File: config.mk
export PLATFORM = sky130hd
export DESIGN_NAME = kms_scan_config
export DESIGN_NICKNAME = d
export VERILOG_FILES = /design/src/core/kms_pkg.sv /design/src/core/kms_col_seq.sv /design/src/core/kms_scan_config.sv
export VERILOG_INCLUDE_DIRS = /design/src /design/src/core
export SDC_FILE = /design/constraint.sdc
export NUM_CORES = 1
export LEC_CHECK = 0
export BUFFER_PORTS_ARGS = -buffer_cell sky130_fd_sc_hd__buf_2
export CORE_ASPECT_RATIO = 2
export CORE_MARGIN = 2
export CORE_UTILIZATION = 58
export CTS_CLUSTER_DIAMETER = 80
export DETAILED_ROUTE_END_ITERATION = 8
export PLACE_DENSITY = 0.95
export SLEW_MARGIN = 25
export SYNTH_ARGS = -nofsm -noshare
export SYNTH_HDL_FRONTEND = slang
export SYNTH_HIERARCHICAL = 1
export SYNTH_SLANG_ARGS = --single-unit
File: constraint.sdc
create_clock -name sys_clk -period 7.2 [get_ports sys_clk]
set_clock_uncertainty 0.05 [all_clocks]
set_input_delay 1.08 -clock sys_clk [delete_from_list [all_inputs] [get_ports sys_clk]]
set_output_delay 1.08 -clock sys_clk [all_outputs]
set_load 0.05 [all_outputs]
File: src/core/kms_regs.svh
`ifndef KMS_REGS_SVH
`define KMS_REGS_SVH
// Overview of operation
// - A 3-bit row count selects how many of up to six rows are scanned.
// - A 3-bit column count limits scanned columns to at most five.
// - Scan order holds five 3-bit slots, each naming a column pin.
// - Auto scan steps slots first to fifth, wrapping back to the first at column count.
// - Order splits: low byte slots one, two, third low bits; high byte rest.
// - Keypad interrupt reaches the processor only while its enable bit is set.
// - Pending flag sets when key found sets; reading its register clears it.
// - Auto scan enable runs hardware scanning; otherwise size settings are ignored.
// - A debounced key press sets key found; reading its register clears it.

////////////////////////////////////////////////////////////////////////////////
// Register indices; byte address is four times the index
`define KMS_ADDR_W          18
`define KMS_IDX_SCAN_CTRL   16'h00D4
`define KMS_IDX_DIMS        16'h00D5
`define KMS_IDX_ORDER_LOW   16'h00D6
`define KMS_IDX_ORDER_HIGH  16'h00D7
`define KMS_IDX_IRQ_STATUS  16'h00E0
`define KMS_IDX_IRQ_MASK    16'h00E1
`define KMS_IDX_IRQ_CTRL    16'hFF94

////////////////////////////////////////////////////////////////////////////////
// Field positions
`define KMS_KEY_FOUND_BIT   1
`define KMS_AUTO_SCAN_BIT   2
`define KMS_COL_COUNT_LSB   0
`define KMS_ROW_COUNT_LSB   3
`define KMS_IRQ_PEND_BIT    0
`define KMS_IRQ_EN_BIT      1
`define KMS_PWRDN_MUX_BIT   7
`define KMS_EVT_KEY_BIT     0
`define KMS_EVT_ROUND_BIT   1

////////////////////////////////////////////////////////////////////////////////
// Reset values, responses, sizes and timing
`define KMS_REG_RESET       8'h00
`define KMS_RESP_OKAY       2'h0
`define KMS_RESP_SLVERR     2'h2
`define KMS_MAX_ROWS        6
`define KMS_MAX_COLS        5
`define KMS_CLK_PERIOD_NS   10
`define KMS_SCAN_STEP_NS    1000000
`define KMS_SCAN_STEP_CYC   (`KMS_SCAN_STEP_NS / `KMS_CLK_PERIOD_NS)

`endif

File: src/core/kms_pkg.sv
`include "kms_regs.svh"

package kms_pkg;

  typedef struct packed {
    logic [`KMS_ADDR_W-1:0] awaddr;
    logic                   awvalid;
    logic [31:0]            wdata;
    logic [3:0]             wstrb;
    logic                   wvalid;
    logic                   bready;
    logic [`KMS_ADDR_W-1:0] araddr;
    logic                   arvalid;
    logic                   rready;
  } kms_axi_req_s;

  typedef struct packed {
    logic        awready;
    logic        wready;
    logic [1:0]  bresp;
    logic        bvalid;
    logic        arready;
    logic [31:0] rdata;
    logic [1:0]  rresp;
    logic        rvalid;
  } kms_axi_rsp_s;

  typedef enum logic [2:0] {
    REG_NONE       = 3'b000,
    REG_SCAN_CTRL  = 3'b001,
    REG_DIMS       = 3'b010,
    REG_ORDER_LOW  = 3'b011,
    REG_ORDER_HIGH = 3'b100,
    REG_IRQ_CTRL   = 3'b101,
    REG_IRQ_STATUS = 3'b110,
    REG_IRQ_MASK   = 3'b111
  } kms_reg_e;

  typedef enum logic [0:0] {
    SEQ_IDLE = 1'b0,
    SEQ_RUN  = 1'b1
  } kms_seq_e;

  typedef struct packed {
    kms_seq_e   state;
    logic [2:0] slot;
    logic [4:0] colDrive;
    logic       roundDone;
  } kms_seq_s;

  typedef struct packed {
    kms_axi_rsp_s           rsp;
    logic [`KMS_ADDR_W-1:0] awAddr;
    logic                   awHeld;
    logic [7:0]             wData;
    logic                   wStrb0;
    logic                   wHeld;
    logic                   autoScan;
    logic                   keyFound;
    logic [7:0]             dims;
    logic [7:0]             orderLow;
    logic [7:0]             orderHigh;
    logic                   powerdown_mux_select;
    logic                   irqEnable;
    logic                   irqPending;
    logic [1:0]             irqStatus;
    logic [1:0]             irqMask;
    logic                   irqOut;
    logic [5:0]             rowEnable;
    logic [31:0]            tickCnt;
    logic                   stepTick;
  } kms_top_s;

endpackage

File: src/core/kms_col_seq.sv
`timescale 1ns/10ps

`include "kms_regs.svh"

module kms_col_seq
  import kms_pkg::*;
#(
  parameter int unsigned MAX_COLS = `KMS_MAX_COLS
)
(
  input  wire logic        sys_clk,
  input  wire logic        srst,
  input  wire logic        enable,
  input  wire logic [2:0]  colCount,
  input  wire logic [14:0] order,
  input  wire logic        stepTick,
  output      logic [4:0]  colDrive,
  output      logic        roundDone
);

  kms_seq_s   s;
  kms_seq_s   next_s;
  logic [2:0] effCount;
  logic [2:0] nextSlot;

  ////////////////////////////////////////////////////////////////////////////////
  // Slot field and column decode
  function automatic logic [2:0] slotField(input logic [14:0] ord, input logic [2:0] idx);
    logic [2:0] v;
    case (idx)
      3'h0:    v = ord[2:0];
      3'h1:    v = ord[5:3];
      3'h2:    v = ord[8:6];
      3'h3:    v = ord[11:9];
      3'h4:    v = ord[14:12];
      default: v = 3'h7;
    endcase
    return v;
  endfunction

  function automatic logic [4:0] colOneHot(input logic [2:0] v);
    logic [4:0] m;
    m = 5'h00;
    if (32'(v) < MAX_COLS)
      m[v] = 1'b1;
    return m;
  endfunction

  ////////////////////////////////////////////////////////////////////////////////
  // Slot stepping
  always_comb
  begin
    next_s = s;
    next_s.roundDone = 1'b0;
    effCount = (32'(colCount) > MAX_COLS) ? 3'(MAX_COLS) : colCount;
    nextSlot = s.slot;
    case (s.state)
      SEQ_IDLE:
      begin
        nextSlot = 3'h0;
        if (enable && effCount != 3'h0)
          next_s.state = SEQ_RUN;
      end
      SEQ_RUN:
      begin
        if (!enable || effCount == 3'h0)
        begin
          next_s.state = SEQ_IDLE;
          nextSlot = 3'h0;
        end
        else if (stepTick || s.slot >= effCount)
        begin
          if (s.slot + 3'h1 >= effCount)
          begin
            nextSlot = 3'h0;
            next_s.roundDone = 1'b1;
          end
          else
            nextSlot = s.slot + 3'h1;
        end
      end
      default: next_s.state = SEQ_IDLE;
    endcase
    next_s.slot = nextSlot;
    next_s.colDrive = (next_s.state == SEQ_RUN) ? colOneHot(slotField(order, nextSlot)) : 5'h00;
  end

  always_ff @(posedge sys_clk)
  begin
    if (srst)
      s <= '0;
    else
      s <= next_s;
  end

  assign colDrive  = s.colDrive;
  assign roundDone = s.roundDone;
endmodule // kms_col_seq

File: src/core/kms_scan_config.sv
// Chosen here: the AXI4-Lite slave port.
`timescale 1ns/10ps

`include "kms_regs.svh"

module kms_scan_config
  import kms_pkg::*;
#(
  parameter int unsigned SCAN_STEP_CYC = `KMS_SCAN_STEP_CYC,
  parameter int unsigned MAX_ROWS      = `KMS_MAX_ROWS,
  parameter int unsigned MAX_COLS      = `KMS_MAX_COLS
)
(
  input  wire logic         sys_clk,
  input  wire logic         srst,
  input  wire kms_axi_req_s axiReq,
  output      kms_axi_rsp_s axiRsp,
  input  wire logic         keyFoundPulse,
  output      logic [5:0]   rowEnable,
  output      logic [4:0]   colDrive,
  output      logic         autoScanMode,
  output      logic         powerdownMuxSelect,
  output      logic         keypadIrq
);

  kms_top_s  s;
  kms_top_s  next_s;
  kms_reg_e  wrSel;
  kms_reg_e  rdSel;
  logic      doWrite;
  logic      doRead;
  logic      roundDone;
  logic [7:0] rdByte;

  ////////////////////////////////////////////////////////////////////////////////
  // Address decode and row mask
  function automatic kms_reg_e decodeReg(input logic [`KMS_ADDR_W-1:0] addr);
    kms_reg_e r;
    if (addr[1:0] != 2'h0)
      r = REG_NONE;
    else if (addr[`KMS_ADDR_W-1:2] == `KMS_IDX_SCAN_CTRL)
      r = REG_SCAN_CTRL;
    else if (addr[`KMS_ADDR_W-1:2] == `KMS_IDX_DIMS)
      r = REG_DIMS;
    else if (addr[`KMS_ADDR_W-1:2] == `KMS_IDX_ORDER_LOW)
      r = REG_ORDER_LOW;
    else if (addr[`KMS_ADDR_W-1:2] == `KMS_IDX_ORDER_HIGH)
      r = REG_ORDER_HIGH;
    else if (addr[`KMS_ADDR_W-1:2] == `KMS_IDX_IRQ_CTRL)
      r = REG_IRQ_CTRL;
    else if (addr[`KMS_ADDR_W-1:2] == `KMS_IDX_IRQ_STATUS)
      r = REG_IRQ_STATUS;
    else if (addr[`KMS_ADDR_W-1:2] == `KMS_IDX_IRQ_MASK)
      r = REG_IRQ_MASK;
    else
      r = REG_NONE;
    return r;
  endfunction

  function automatic logic [5:0] rowMask(input logic [2:0] count);
    logic [5:0] m;
    m = 6'h00;
    for (int i = 0; i < 6; i++)
      m[i] = (i < int'(count)) && (i < int'(MAX_ROWS));
    return m;
  endfunction

  ////////////////////////////////////////////////////////////////////////////////
  // Column sequencer
  kms_col_seq #(
    .MAX_COLS (MAX_COLS)
  ) u_kms_col_seq (
    .sys_clk   (sys_clk),
    .srst      (srst),
    .enable    (s.autoScan),
    .colCount  (s.dims[`KMS_COL_COUNT_LSB +: 3]),
    .order     ({s.orderHigh[6:0], s.orderLow}),
    .stepTick  (s.stepTick),
    .colDrive  (colDrive),
    .roundDone (roundDone)
  );

  ////////////////////////////////////////////////////////////////////////////////
  // Register file, bus slave and events
  always_comb
  begin
    next_s  = s;
    wrSel   = decodeReg(s.awAddr);
    rdSel   = decodeReg(axiReq.araddr);
    doWrite = s.awHeld && s.wHeld && !s.rsp.bvalid;
    doRead  = s.rsp.arready && axiReq.arvalid;
    rdByte  = `KMS_REG_RESET;

    if (s.rsp.bvalid && axiReq.bready)
      next_s.rsp.bvalid = 1'b0;
    if (s.rsp.rvalid && axiReq.rready)
      next_s.rsp.rvalid = 1'b0;
    if (s.rsp.awready && axiReq.awvalid)
    begin
      next_s.awHeld = 1'b1;
      next_s.awAddr = axiReq.awaddr;
    end
    if (s.rsp.wready && axiReq.wvalid)
    begin
      next_s.wHeld  = 1'b1;
      next_s.wData  = axiReq.wdata[7:0];
      next_s.wStrb0 = axiReq.wstrb[0];
    end

    if (doWrite)
    begin
      next_s.awHeld    = 1'b0;
      next_s.wHeld     = 1'b0;
      next_s.rsp.bvalid = 1'b1;
      next_s.rsp.bresp  = (wrSel == REG_NONE) ? `KMS_RESP_SLVERR : `KMS_RESP_OKAY;
      if (s.wStrb0)
      begin
        if (wrSel == REG_SCAN_CTRL)
          next_s.autoScan = s.wData[`KMS_AUTO_SCAN_BIT];
        else if (wrSel == REG_DIMS)
          next_s.dims = {2'h0, s.wData[5:0]};
        else if (wrSel == REG_ORDER_LOW)
          next_s.orderLow = s.wData;
        else if (wrSel == REG_ORDER_HIGH)
          next_s.orderHigh = {1'b0, s.wData[6:0]};
        else if (wrSel == REG_IRQ_CTRL)
        begin
          next_s.powerdown_mux_select     = s.wData[`KMS_PWRDN_MUX_BIT];
          next_s.irqEnable = s.wData[`KMS_IRQ_EN_BIT];
        end
        else if (wrSel == REG_IRQ_STATUS)
          next_s.irqStatus = s.irqStatus & ~s.wData[1:0];
        else if (wrSel == REG_IRQ_MASK)
          next_s.irqMask = s.wData[1:0];
      end
    end

    if (doRead)
    begin
      if (rdSel == REG_SCAN_CTRL)
      begin
        rdByte[`KMS_AUTO_SCAN_BIT] = s.autoScan;
        rdByte[`KMS_KEY_FOUND_BIT] = s.keyFound;
        next_s.keyFound = 1'b0;
      end
      else if (rdSel == REG_DIMS)
        rdByte = s.dims;
      else if (rdSel == REG_ORDER_LOW)
        rdByte = s.orderLow;
      else if (rdSel == REG_ORDER_HIGH)
        rdByte = s.orderHigh;
      else if (rdSel == REG_IRQ_CTRL)
      begin
        rdByte[`KMS_PWRDN_MUX_BIT] = s.powerdown_mux_select;
        rdByte[`KMS_IRQ_EN_BIT]   = s.irqEnable;
        rdByte[`KMS_IRQ_PEND_BIT] = s.irqPending;
        next_s.irqPending = 1'b0;
      end
      else if (rdSel == REG_IRQ_STATUS)
        rdByte = {6'h00, s.irqStatus};
      else if (rdSel == REG_IRQ_MASK)
        rdByte = {6'h00, s.irqMask};
      next_s.rsp.rvalid = 1'b1;
      next_s.rsp.rdata  = {24'h000000, rdByte};
      next_s.rsp.rresp  = (rdSel == REG_NONE) ? `KMS_RESP_SLVERR : `KMS_RESP_OKAY;
    end

    // Events win over clears in the same cycle
    if (keyFoundPulse)
    begin
      next_s.keyFound   = 1'b1;
      next_s.irqPending = 1'b1;
      next_s.irqStatus[`KMS_EVT_KEY_BIT] = 1'b1;
    end
    if (roundDone)
      next_s.irqStatus[`KMS_EVT_ROUND_BIT] = 1'b1;

    // Scan step timer
    next_s.stepTick = 1'b0;
    if (!s.autoScan)
      next_s.tickCnt = 32'h00000000;
    else if (s.tickCnt >= SCAN_STEP_CYC - 1)
    begin
      next_s.tickCnt  = 32'h00000000;
      next_s.stepTick = 1'b1;
    end
    else
      next_s.tickCnt = s.tickCnt + 32'h00000001;

    next_s.rsp.awready = !next_s.awHeld && !next_s.rsp.bvalid;
    next_s.rsp.wready  = !next_s.wHeld && !next_s.rsp.bvalid;
    next_s.rsp.arready = !next_s.rsp.rvalid;
    next_s.rowEnable   = s.autoScan ? rowMask(s.dims[`KMS_ROW_COUNT_LSB +: 3]) : 6'h3F;
    next_s.irqOut      = s.irqEnable && (s.irqPending || (|(s.irqStatus & s.irqMask)));
  end

  always_ff @(posedge sys_clk)
  begin
    if (srst)
      s <= '0;
    else
      s <= next_s;
  end

  assign axiRsp             = s.rsp;
  assign rowEnable          = s.rowEnable;
  assign autoScanMode       = s.autoScan;
  assign powerdownMuxSelect = s.powerdown_mux_select;
  assign keypadIrq          = s.irqOut;
endmodule // kms_scan_config

==> results of run 1 <==
[per-stage QoR]
| stage | util (%) | power (mW) | setup slack [ns] | cells |
|---|---|---|---|---|
| 2_1_floorplan | - | 0.837 | 4.19 | 717 |
| 3_3_place_gp | 61.7 | 0.850 | 3.75 | 862 |
| 3_5_place_dp | 61.7 | 0.853 | 3.71 | 862 |
| 4_1_cts | 67.3 | 1.66 | 3.99 | 892 |
| 5_1_grt | 67.3 | 1.71 | 3.79 | 892 |
| 6_report | 67.3 | 1.65 | 3.98 | 892 |
[registers in the layout (all words and copies together), names as in the netlist]
register / flops
u_kms_col_seq/s: 4
autoScanMode: 1
axiRsp: 15
keypadIrq: 1
u_kms_col_seq/colDrive: 5
powerdownMuxSelect: 1
u_kms_col_seq/roundDone: 1
rowEnable: 6
s: 90
[logic make-up (layout without fill, tap and decap cells)]
logic type / count (synthesis) / in the layout / synth area share [%]
flops: 124 / 124 / 41.8
fa+ha+maj: 8 / 8 / 1.69
other cells: 1 / 41 / 0.0632
compound gates: 129 / 129 / 15.5
simple gates: 286 / 286 / 25.0
xor+xnor: 16 / 16 / 2.36
buf+inv: 87 / 127 / 9.11
mux: 26 / 26 / 4.47
[final cells by class]
cell class,count,area (um^2)
repair buffers,82,413
well taps,135,169
clock buffers,22,474
fillers,836,3270
flip-flops and latches,124,2480
multi-input cells,506,3060
clock inverters,8,92.6
inverters,15,56.3
[worst min-delay path, stage by stage (launching register included)]
cell and delay (ns):
dfxtp_1 0.32, nand2_1 0.04, o21ai_0 0.06
[report_power, final]
| part | switching [mW] | internal [mW] |
|---|---|---|
| registers | 0.0122 | 0.706 |
| clock network | 0.285 | 0.529 |
| logic | 0.0908 | 0.0311 |
| total | 0.388 | 1.27 |
[metal layers]
layer	vias to the layer above	routed length [um]
li1	2453	-
met1	2324	4880
met2	199	7240
met3	50	635
met4	0	707
met5	-	0
[synth_stat cells, types with 3 or more instances]
master,instances
nand2_1,81
nor3b_1,3
o21ai_2,3
a21oi_1,52
or4_1,6
dfxtp_1,124
nor4_1,12
nand2b_1,9
nand4_1,15
mux2i_1,25
a21o_1,3
o21a_1,8
ha_1,8
xnor2_1,5
nand3_1,14
a222oi_1,3
and3_1,6
o31ai_1,3
nor2b_1,4
nand3b_1,3
inv_1,15
nor2_1,83
clkbuf_1,17
a31oi_1,3
buf_4,53
and2_1,6
a211oi_1,6
o2bb2ai_1,3
xor2_1,11
o21ai_0,9
a2bb2oi_1,3
nor3_1,18
nor4bb_1,3
[worst max path at each step]
stage	from	end	slack (ns)
6_report	u_kms_col_seq/s[6]$_SDFF_PP0_	u_kms_col_seq/colDrive[3]$_SDFF_PP0_	3.98
5_1_grt	u_kms_col_seq/s[6]$_SDFF_PP0_	u_kms_col_seq/colDrive[3]$_SDFF_PP0_	3.79
4_1_cts	u_kms_col_seq/s[6]$_SDFF_PP0_	u_kms_col_seq/colDrive[3]$_SDFF_PP0_	3.99
3_5_place_dp	axiReq[17]	axiRsp[3]$_SDFFE_PP0P_	3.71
3_3_place_gp	axiReq[17]	axiRsp[3]$_SDFFE_PP0P_	3.75
2_1_floorplan	axiReq[17]	s[44]$_SDFFE_PP0P_	4.19
==> flow_metrics.tcl, run 1 <==
set metrics [dict create \
    ant_nets 0 \
    grt_pass1_wl_um 22100 \
    cts.repair.resized 0 \
    drc 0 \
    grt_setup_unrepaired "no" \
    fp-row-count 52 \
    crit_required_ns 7.48 \
    grt_overflow 0 \
    worst_setup_path_start_kind "flop" \
    core-area_mm2 0.0100 \
    io_pins 135 \
    antennaDiodeCount 0 \
    synth_top_cell_by_area "dfxtp_1" \
    htree_levels 4 \
    r2r_slack_ns 3.98 \
    dp_hpwl_um 9770 \
    yosys_register_bits 124 \
    slew_headroom_pct 47.6 \
    mostFrequentLayoutCells "124 x dfxtp_1, 83 x nor2_1, 81 x nand2_1, 81 x buf_2, 52 x a21oi_1" \
    stdcell_area_mm2 0.00675 \
    cp.arrival_ns 3.49 \
    worst-path-stages 11 \
    reg2reg_to "u_kms_col_seq/colDrive[3]$_SDFF_PP0_" \
    place_area_mm2 0.00618 \
    drive_above_1_share_pct 18.2 \
    cts_setup_buffers 0 \
    period_needed_ns 3.22 \
    tritoncts "yes" \
    status "finished clean" \
    synth_ff_type "dfxtp_1" \
    use_met1_pct 25.9 \
    hold_buffers 0 \
    hold_depth 2 \
    r2r_cells 11 \
    cp_max_fo 9 \
    num_vias 5026 \
    setup_viol 0 \
    cpMostUsedCell "ha_1" \
    synth_cells 677 \
    path_buf_inv 1 \
    dieWidth_um 75.5 \
    firstDrtPassIters 5 \
    via_per_inst 5.63 \
    wl_per_cell_um 15.1 \
    min_path_type "reg2reg" \
    cts_buffers 17 \
    worst_pin_slew_ns 0.776 \
    power_density_mw_per_mm2 245 \
    grt.busiest_layer "met2" \
    gp_congestion 0.910 \
    finalMaxSlewViolations 0 \
    syn2layout_area_growth_pct 13.7 \
    ys_seq_area_share_pct 41.8 \
    leakagePower_nw 2.74 \
    antenna_found_initial 0 \
    layout.nets 834 \
    wl_um 13500 \
    mostFrequentLayoutCell "dfxtp_1" \
    grt_pass1_vias 4903 \
    critPathTopFamily "simple AND/OR/NAND/NOR gates" \
    grt_usage_pct 25.7 \
    drt_iter0_drc 373 \
    netlist-cell-type-count 77 \
    end_kind "flop" \
    synth_edf_count 0 \
    min_to "axiRsp[6]$_SDFFE_PP0P_" \
    die_y_um 147 \
    cp_slowest_cell "or4_1" \
    synthArstFlopShare_pct 0 \
    synth_area_leaders "dfxtp_1 42%, buf_4 6.7%, nor2_1 5.3%" \
    cts_root_buf "clkbuf_16" \
    tns_ns 0 \
    yosys_warnings 6 \
    finalHoldViolCount 0 \
    avgSynthCellArea_um2 8.76 \
    max_freq_mhz 311 \
    r2r_start "u_kms_col_seq/s[6]$_SDFF_PP0_" \
    dieArea_mm2 0.0111 \
    netlist.area_leader.share_pct 41.8 \
    clkTransAtPathRegs_ns 0.05 \
    vdd_drop_max_uv 236 \
    min_period_over_period_pct 44.7 \
    cts_buffer_depth 2 \
    max_stage_delay_ns 0.56 \
    whs_ns 0.403 \
    start_util_pct 59.2 \
    cts_sinks 124 \
    maxCapViolCount 0 \
    synth_area_mm2 0.00593 \
    grt_max_degree 43 \
    gr-usage-met2_pct 44.4 \
    min_from "axiRsp[6]$_SDFFE_PP0P_" \
    path_cells "ha_1 -> xnor2_1 -> inv_1 -> ha_1 -> a21oi_1 -> o21ai_2 -> nor3_1 -> a21oi_2 -> or4_1 -> o211ai_2 -> nor4bb_4" \
    met3_usage_pct 5.97 \
    clock_latency_ns 0.42 \
    port_buffers 81 \
    critPathKind "reg2reg" \
]
No activity file was read; power rests on OpenSTA's default activity.
==> run 2: changes to the inputs <==
- CORE_UTILIZATION: 58 -> 54
- PLACE_DENSITY: 0.95 -> 0.9
- clock period: 7.2 -> 3.25 ns (I/O delays scaled with it)
==> flow_metrics.tcl, run 2 (synthesis results as in run 1) <==
set metrics [dict create \
    power_density_mw_per_mm2 564 \
    grt_overflow 0 \
    status "finished clean" \
    grt_pass1_wl_um 22500 \
    wl_per_cell_um 15.3 \
    cts_buffer_depth 2 \
    maxCapViolCount 0 \
    top_register "s" \
    tritoncts "yes" \
    worst_pin_slew_ns 0.744 \
    leakagePower_nw 2.79 \
    cp_max_fo 5 \
    fp-row-count 54 \
    ant_nets 0 \
    grt_max_degree 33 \
    largest_register_ffs 90 \
    finalMaxSlewViolations 0 \
    vdd_drop_max_uv 495 \
    dieArea_mm2 0.0119 \
    cp.arrival_ns 3.36 \
    setup_viol 0 \
    firstDrtPassIters 5 \
    wl_um 13900 \
    worst_setup_path_start_kind "flop" \
    fin_util_pct 63.6 \
    layout.nets 839 \
    grt_setup_unrepaired "no" \
    port_buffers 81 \
    syn2layout_area_growth_pct 15.9 \
    start_util_pct 54.9 \
    slew_headroom_pct 49.8 \
    period_needed_ns 3.10 \
    clock_latency_ns 0.41 \
    dieWidth_um 78.1 \
    die_y_um 152 \
    clkTransAtPathRegs_ns 0.05 \
    drt_iter0_drc 270 \
    min_period_over_period_pct 95.3 \
    n_fill_cell 902 \
    gp_congestion 0.904 \
    mostFrequentLayoutCells "124 x dfxtp_1, 83 x nor2_1, 81 x nand2_1, 81 x buf_2, 52 x a21oi_1" \
    drive_above_1_share_pct 19.2 \
    grt_usage_pct 23.7 \
    htree_levels 4 \
    end_kind "flop" \
    cts_buffers 17 \
    mostFrequentLayoutCell "dfxtp_1" \
    min_path_type "in2reg" \
    tns_ns 0 \
    antenna_found_initial 0 \
    finalPower_mw 3.88 \
    num_vias 5108 \
    drc 0 \
    cts_sinks 124 \
    max_freq_mhz 323 \
    cts_root_buf "clkbuf_16" \
    antennaDiodeCount 0 \
    via_per_inst 5.65 \
    critPathKind "reg2reg" \
    io_pins 135 \
    dp_hpwl_um 10200 \
    grt_pass1_vias 5066 \
    finalHoldViolCount 0 \
    core-area_mm2 0.0108 \
    crit_required_ns 3.52 \
]
-- run 2: cell count changes in the layout (fill, tap and decap cells not counted), moves of 2 or more --
cell / change
buf_4: +5
clkinv_2: -3
bufinv_16: +2
clkinvlp_4: +2
-- run 2: critical path, stage by stage (launching register included) --
cell      delay (ns)
dfxtp_1         0.31
ha_1            0.24
xnor2_1         0.26
inv_1           0.13
ha_1            0.33
nand2_1         0.11
o21ai_2         0.26
o22ai_1         0.20
o221a_4         0.36
a211oi_2        0.24
o211ai_2        0.20
nor4b_2         0.31
-- run 2: per-layer routing --
metal	global-route usage, %	part of all wire [%]	vias to the layer above
met3	5.15	4.6	58
li1	-	-	2468
met1	21.6	35	2393
met2	43.9	55	189
met4	18.2	5.6	0
met5	0	0	-
-- run 2: final timing paths --
kind / start / endpoint / slack [ns] / cells after the start
max: u_kms_col_seq/s[6]$_SDFF_PP0_ / u_kms_col_seq/colDrive[2]$_SDFF_PP0_ / 0.15 / 11
min: axiReq[70] / s[95]$_SDFFE_PP0P_ / 0.26 / 3
max reg2reg: u_kms_col_seq/s[6]$_SDFF_PP0_ / u_kms_col_seq/colDrive[2]$_SDFF_PP0_ / 0.15 / 11
min reg2reg: axiRsp[10]$_SDFFE_PP0P_ / axiRsp[10]$_SDFFE_PP0P_ / 0.40 / 2
-- run 2: final cells by class --
| type | instances | area, um^2 | share of cell area, % |
|---|---|---|---|
| Clock buffer | 22 | 484 | 7.04 |
| Clock inverter | 10 | 161 | 2.35 |
| Inverter | 15 | 56.3 | 0.819 |
| Multi-Input combinational cell | 506 | 3060 | 44.6 |
| Sequential cell | 124 | 2480 | 36.1 |
| Tap cell | 140 | 175 | 2.55 |
| Timing Repair Buffer | 87 | 450 | 6.55 |
-- run 2: report_power, final --
part           internal, mW  total [mW]  switching [mW]
Combinational        0.0697       0.272           0.202
Clock                  1.36        2.01           0.652
Sequential             1.56        1.59          0.0280
Total                  3.00        3.88           0.882
-- run 2: repair_timing --
action                     in CTS  in global routing
setup endpoints to repair       0                  2
hold buffers                    0                  0
gates resized for setup         0                  1
buffers inserted                0                  0
-- run 2: stage by stage --
| stage | hold slack [ns] | cell area [um^2] | setup slack (ns) | instances |
|---|---|---|---|---|
| after CTS | 0.248 | 6870 | 0.187 | 904 |
| after detailed placement | 0.387 | 6220 | 0.199 | 872 |
| after global placement | 0.375 | 6220 | 0.243 | 872 |
| after global routing | 0.267 | 6870 | 0.00684 | 904 |
| after floorplan | 0.363 | 6080 | 0.411 | 717 |
| final | 0.261 | 6870 | 0.152 | 904 |
==> run 3: changes to the inputs <==
--- a/config.mk
+++ b/config.mk
@@ -11,6 +11,7 @@
 export CORE_MARGIN = 2
-export CORE_UTILIZATION = 54
+export CORE_UTILIZATION = 50
 export CTS_CLUSTER_DIAMETER = 80
 export DETAILED_ROUTE_END_ITERATION = 8
-export PLACE_DENSITY = 0.9
+export PLACE_DENSITY = 0.85
+export SETUP_SLACK_MARGIN = 0.1
 export SLEW_MARGIN = 25
==> constraint.sdc (replaced) <==
create_clock -name sys_clk -period 3.25 [get_ports sys_clk]
set_clock_uncertainty 0.05 [all_clocks]
set_input_delay 0.325 -clock sys_clk [delete_from_list [all_inputs] [get_ports sys_clk]]
set_output_delay 0.325 -clock sys_clk [all_outputs]
set_load 0.05 [all_outputs]
==> flow_metrics.tcl, run 3 (synthesis results as in run 1) <==
set metrics [dict create \
    start_util_pct 51.0 \
    die_y_um 158 \
    worst_pin_slew_ns 0.717 \
    hold_depth 3 \
    clock_latency_ns 0.42 \
    status "finished clean" \
    num_vias 5127 \
    wl_per_cell_um 15.5 \
    dieWidth_um 81.0 \
    cp.arrival_ns 3.28 \
    port_buffers 81 \
    tritoncts "yes" \
    dieArea_mm2 0.0128 \
    dp_hpwl_um 10300 \
    critPathKind "reg2reg" \
    power_density_mw_per_mm2 543 \
    path_cells "ha_2 -> xnor2_2 -> inv_1 -> ha_1 -> a21oi_2 -> o211ai_1 -> mux2_4 -> nor3_2 -> nand4_1 -> and3_1 -> nor4bb_4" \
    max_freq_mhz 333 \
    cts_buffer_depth 2 \
    io_pins 135 \
    grt_setup_unrepaired "no" \
    crit_required_ns 3.53 \
    grt_usage_pct 22.9 \
    gp_congestion 0.968 \
    mostFrequentLayoutCell "dfxtp_1" \
    via_per_inst 5.65 \
    clkTransAtPathRegs_ns 0.06 \
    drive_above_1_share_pct 19.9 \
    largest_register_ffs 90 \
    maxCapViolCount 0 \
    place_area_mm2 0.00622 \
    stdcell_area_mm2 0.00685 \
    min_period_over_period_pct 92.4 \
    cp_max_fo 5 \
    grt_pass1_wl_um 22500 \
    end_kind "flop" \
    wl_um 14100 \
    leakagePower_nw 2.75 \
    period_needed_ns 3.00 \
    top_register "s" \
    setup_viol 0 \
    syn2layout_area_growth_pct 15.5 \
    cts_buffers 17 \
    grt_max_degree 42 \
    min_path_type "in2reg" \
    cp_slowest_cell "dfxtp_2" \
    worst-path-stages 11 \
    ant_nets 0 \
    drc 0 \
    path_buf_inv 1 \
    firstDrtPassIters 7 \
    mostFrequentLayoutCells "123 x dfxtp_1, 83 x nor2_1, 81 x nand2_1, 81 x buf_2, 51 x a21oi_1" \
    finalMaxSlewViolations 0 \
    core-area_mm2 0.0116 \
    r2r_cells 11 \
    antennaDiodeCount 0 \
    max_stage_delay_ns 0.38 \
    tns_ns 0 \
    grt_pass1_vias 4924 \
    worst_setup_path_start_kind "flop" \
    vdd_drop_max_uv 394 \
    drt_iter0_drc 327 \
    finalHoldViolCount 0 \
    antenna_found_initial 0 \
    htree_levels 4 \
    cts_root_buf "clkbuf_16" \
    grt_overflow 0 \
    layout.nets 838 \
    cts_sinks 124 \
    critPathTopFamily "simple AND/OR/NAND/NOR gates" \
    fp-row-count 56 \
    slew_headroom_pct 52.2 \
    cts_setup_buffers 0 \
]
## run 3: changes by cell type in the layout (fill, tap and decap cells not counted), sizes merged
| cell | delta |
|---|---|
| clkbuf | -3 |
| clkinvlp | +3 |
| bufinv | -2 |
| buf | -1 |
| clkinv | +1 |
| inv | +1 |
## run 3: area by class of cell
class,instances,area (um^2)
clock buffer,19,453
inverter,15,56.3
tap,145,181
clock inverter,13,141
sequential,124,2480
multi-input combinational,506,3090
fill,1043,4780
timing repair buffer,86,443
## run 3: final timing paths
check	from	endpoint	slack, ns
worst max-delay path	u_kms_col_seq/s[7]$_SDFF_PP0_	u_kms_col_seq/colDrive[3]$_SDFF_PP0_	0.25
worst min-delay path	axiReq[74]	s[99]$_SDFFE_PP0P_	0.09
worst max register to register	u_kms_col_seq/s[7]$_SDFF_PP0_	u_kms_col_seq/colDrive[3]$_SDFF_PP0_	0.25
worst min register to register	u_kms_col_seq/roundDone$_SDFF_PP0_	s[43]$_SDFFE_PP0P_	0.40
## run 3: per-layer routing
| layer | routed length (um) | vias up | GRT usage (%) |
|---|---|---|---|
| met3 | 793 | 58 | 4.62 |
| met5 | 0 | - | 0 |
| met2 | 7600 | 217 | 42.5 |
| met4 | 787 | 0 | 15.7 |
| met1 | 4910 | 2381 | 21.6 |
| li1 | - | 2471 | - |
## run 3: worst register-to-register path, cell delays in order, from the launching register on
cell      delay [ns]
dfxtp_2         0.38
ha_2            0.24
xnor2_2         0.14
inv_1           0.10
ha_1            0.35
a21oi_2         0.28
o211ai_1        0.17
mux2_4          0.33
nor3_2          0.22
nand4_1         0.15
and3_1          0.26
nor4bb_4        0.25
## run 3: power breakdown
group | internal, mW | switching (mW)
Combinational | 0.0690 | 0.201
Sequential | 1.56 | 0.0277
Clock | 1.17 | 0.692
Total | 2.80 | 0.921
## run 3: through the flow
stage,cells,setup slack (ns),total power [mW],hold slack [ns],util [%]
2_1_floorplan,717,0.411,1.85,0.363,-
3_3_place_gp,876,0.239,1.89,0.371,53.5
3_5_place_dp,876,0.131,1.89,0.393,53.5
4_1_cts,908,0.137,3.74,0.0931,58.6
5_1_grt,908,0.102,3.83,0.0982,58.9
6_report,908,0.247,3.72,0.0932,58.9
## run 3: timing repair
action / in CTS / in global routing
endpoints found under the setup margin: 2 / 5
gates cloned: 0 / 0
hold buffers: 0 / 0
pin swaps: 0 / 1
gates resized for setup: 1 / 6
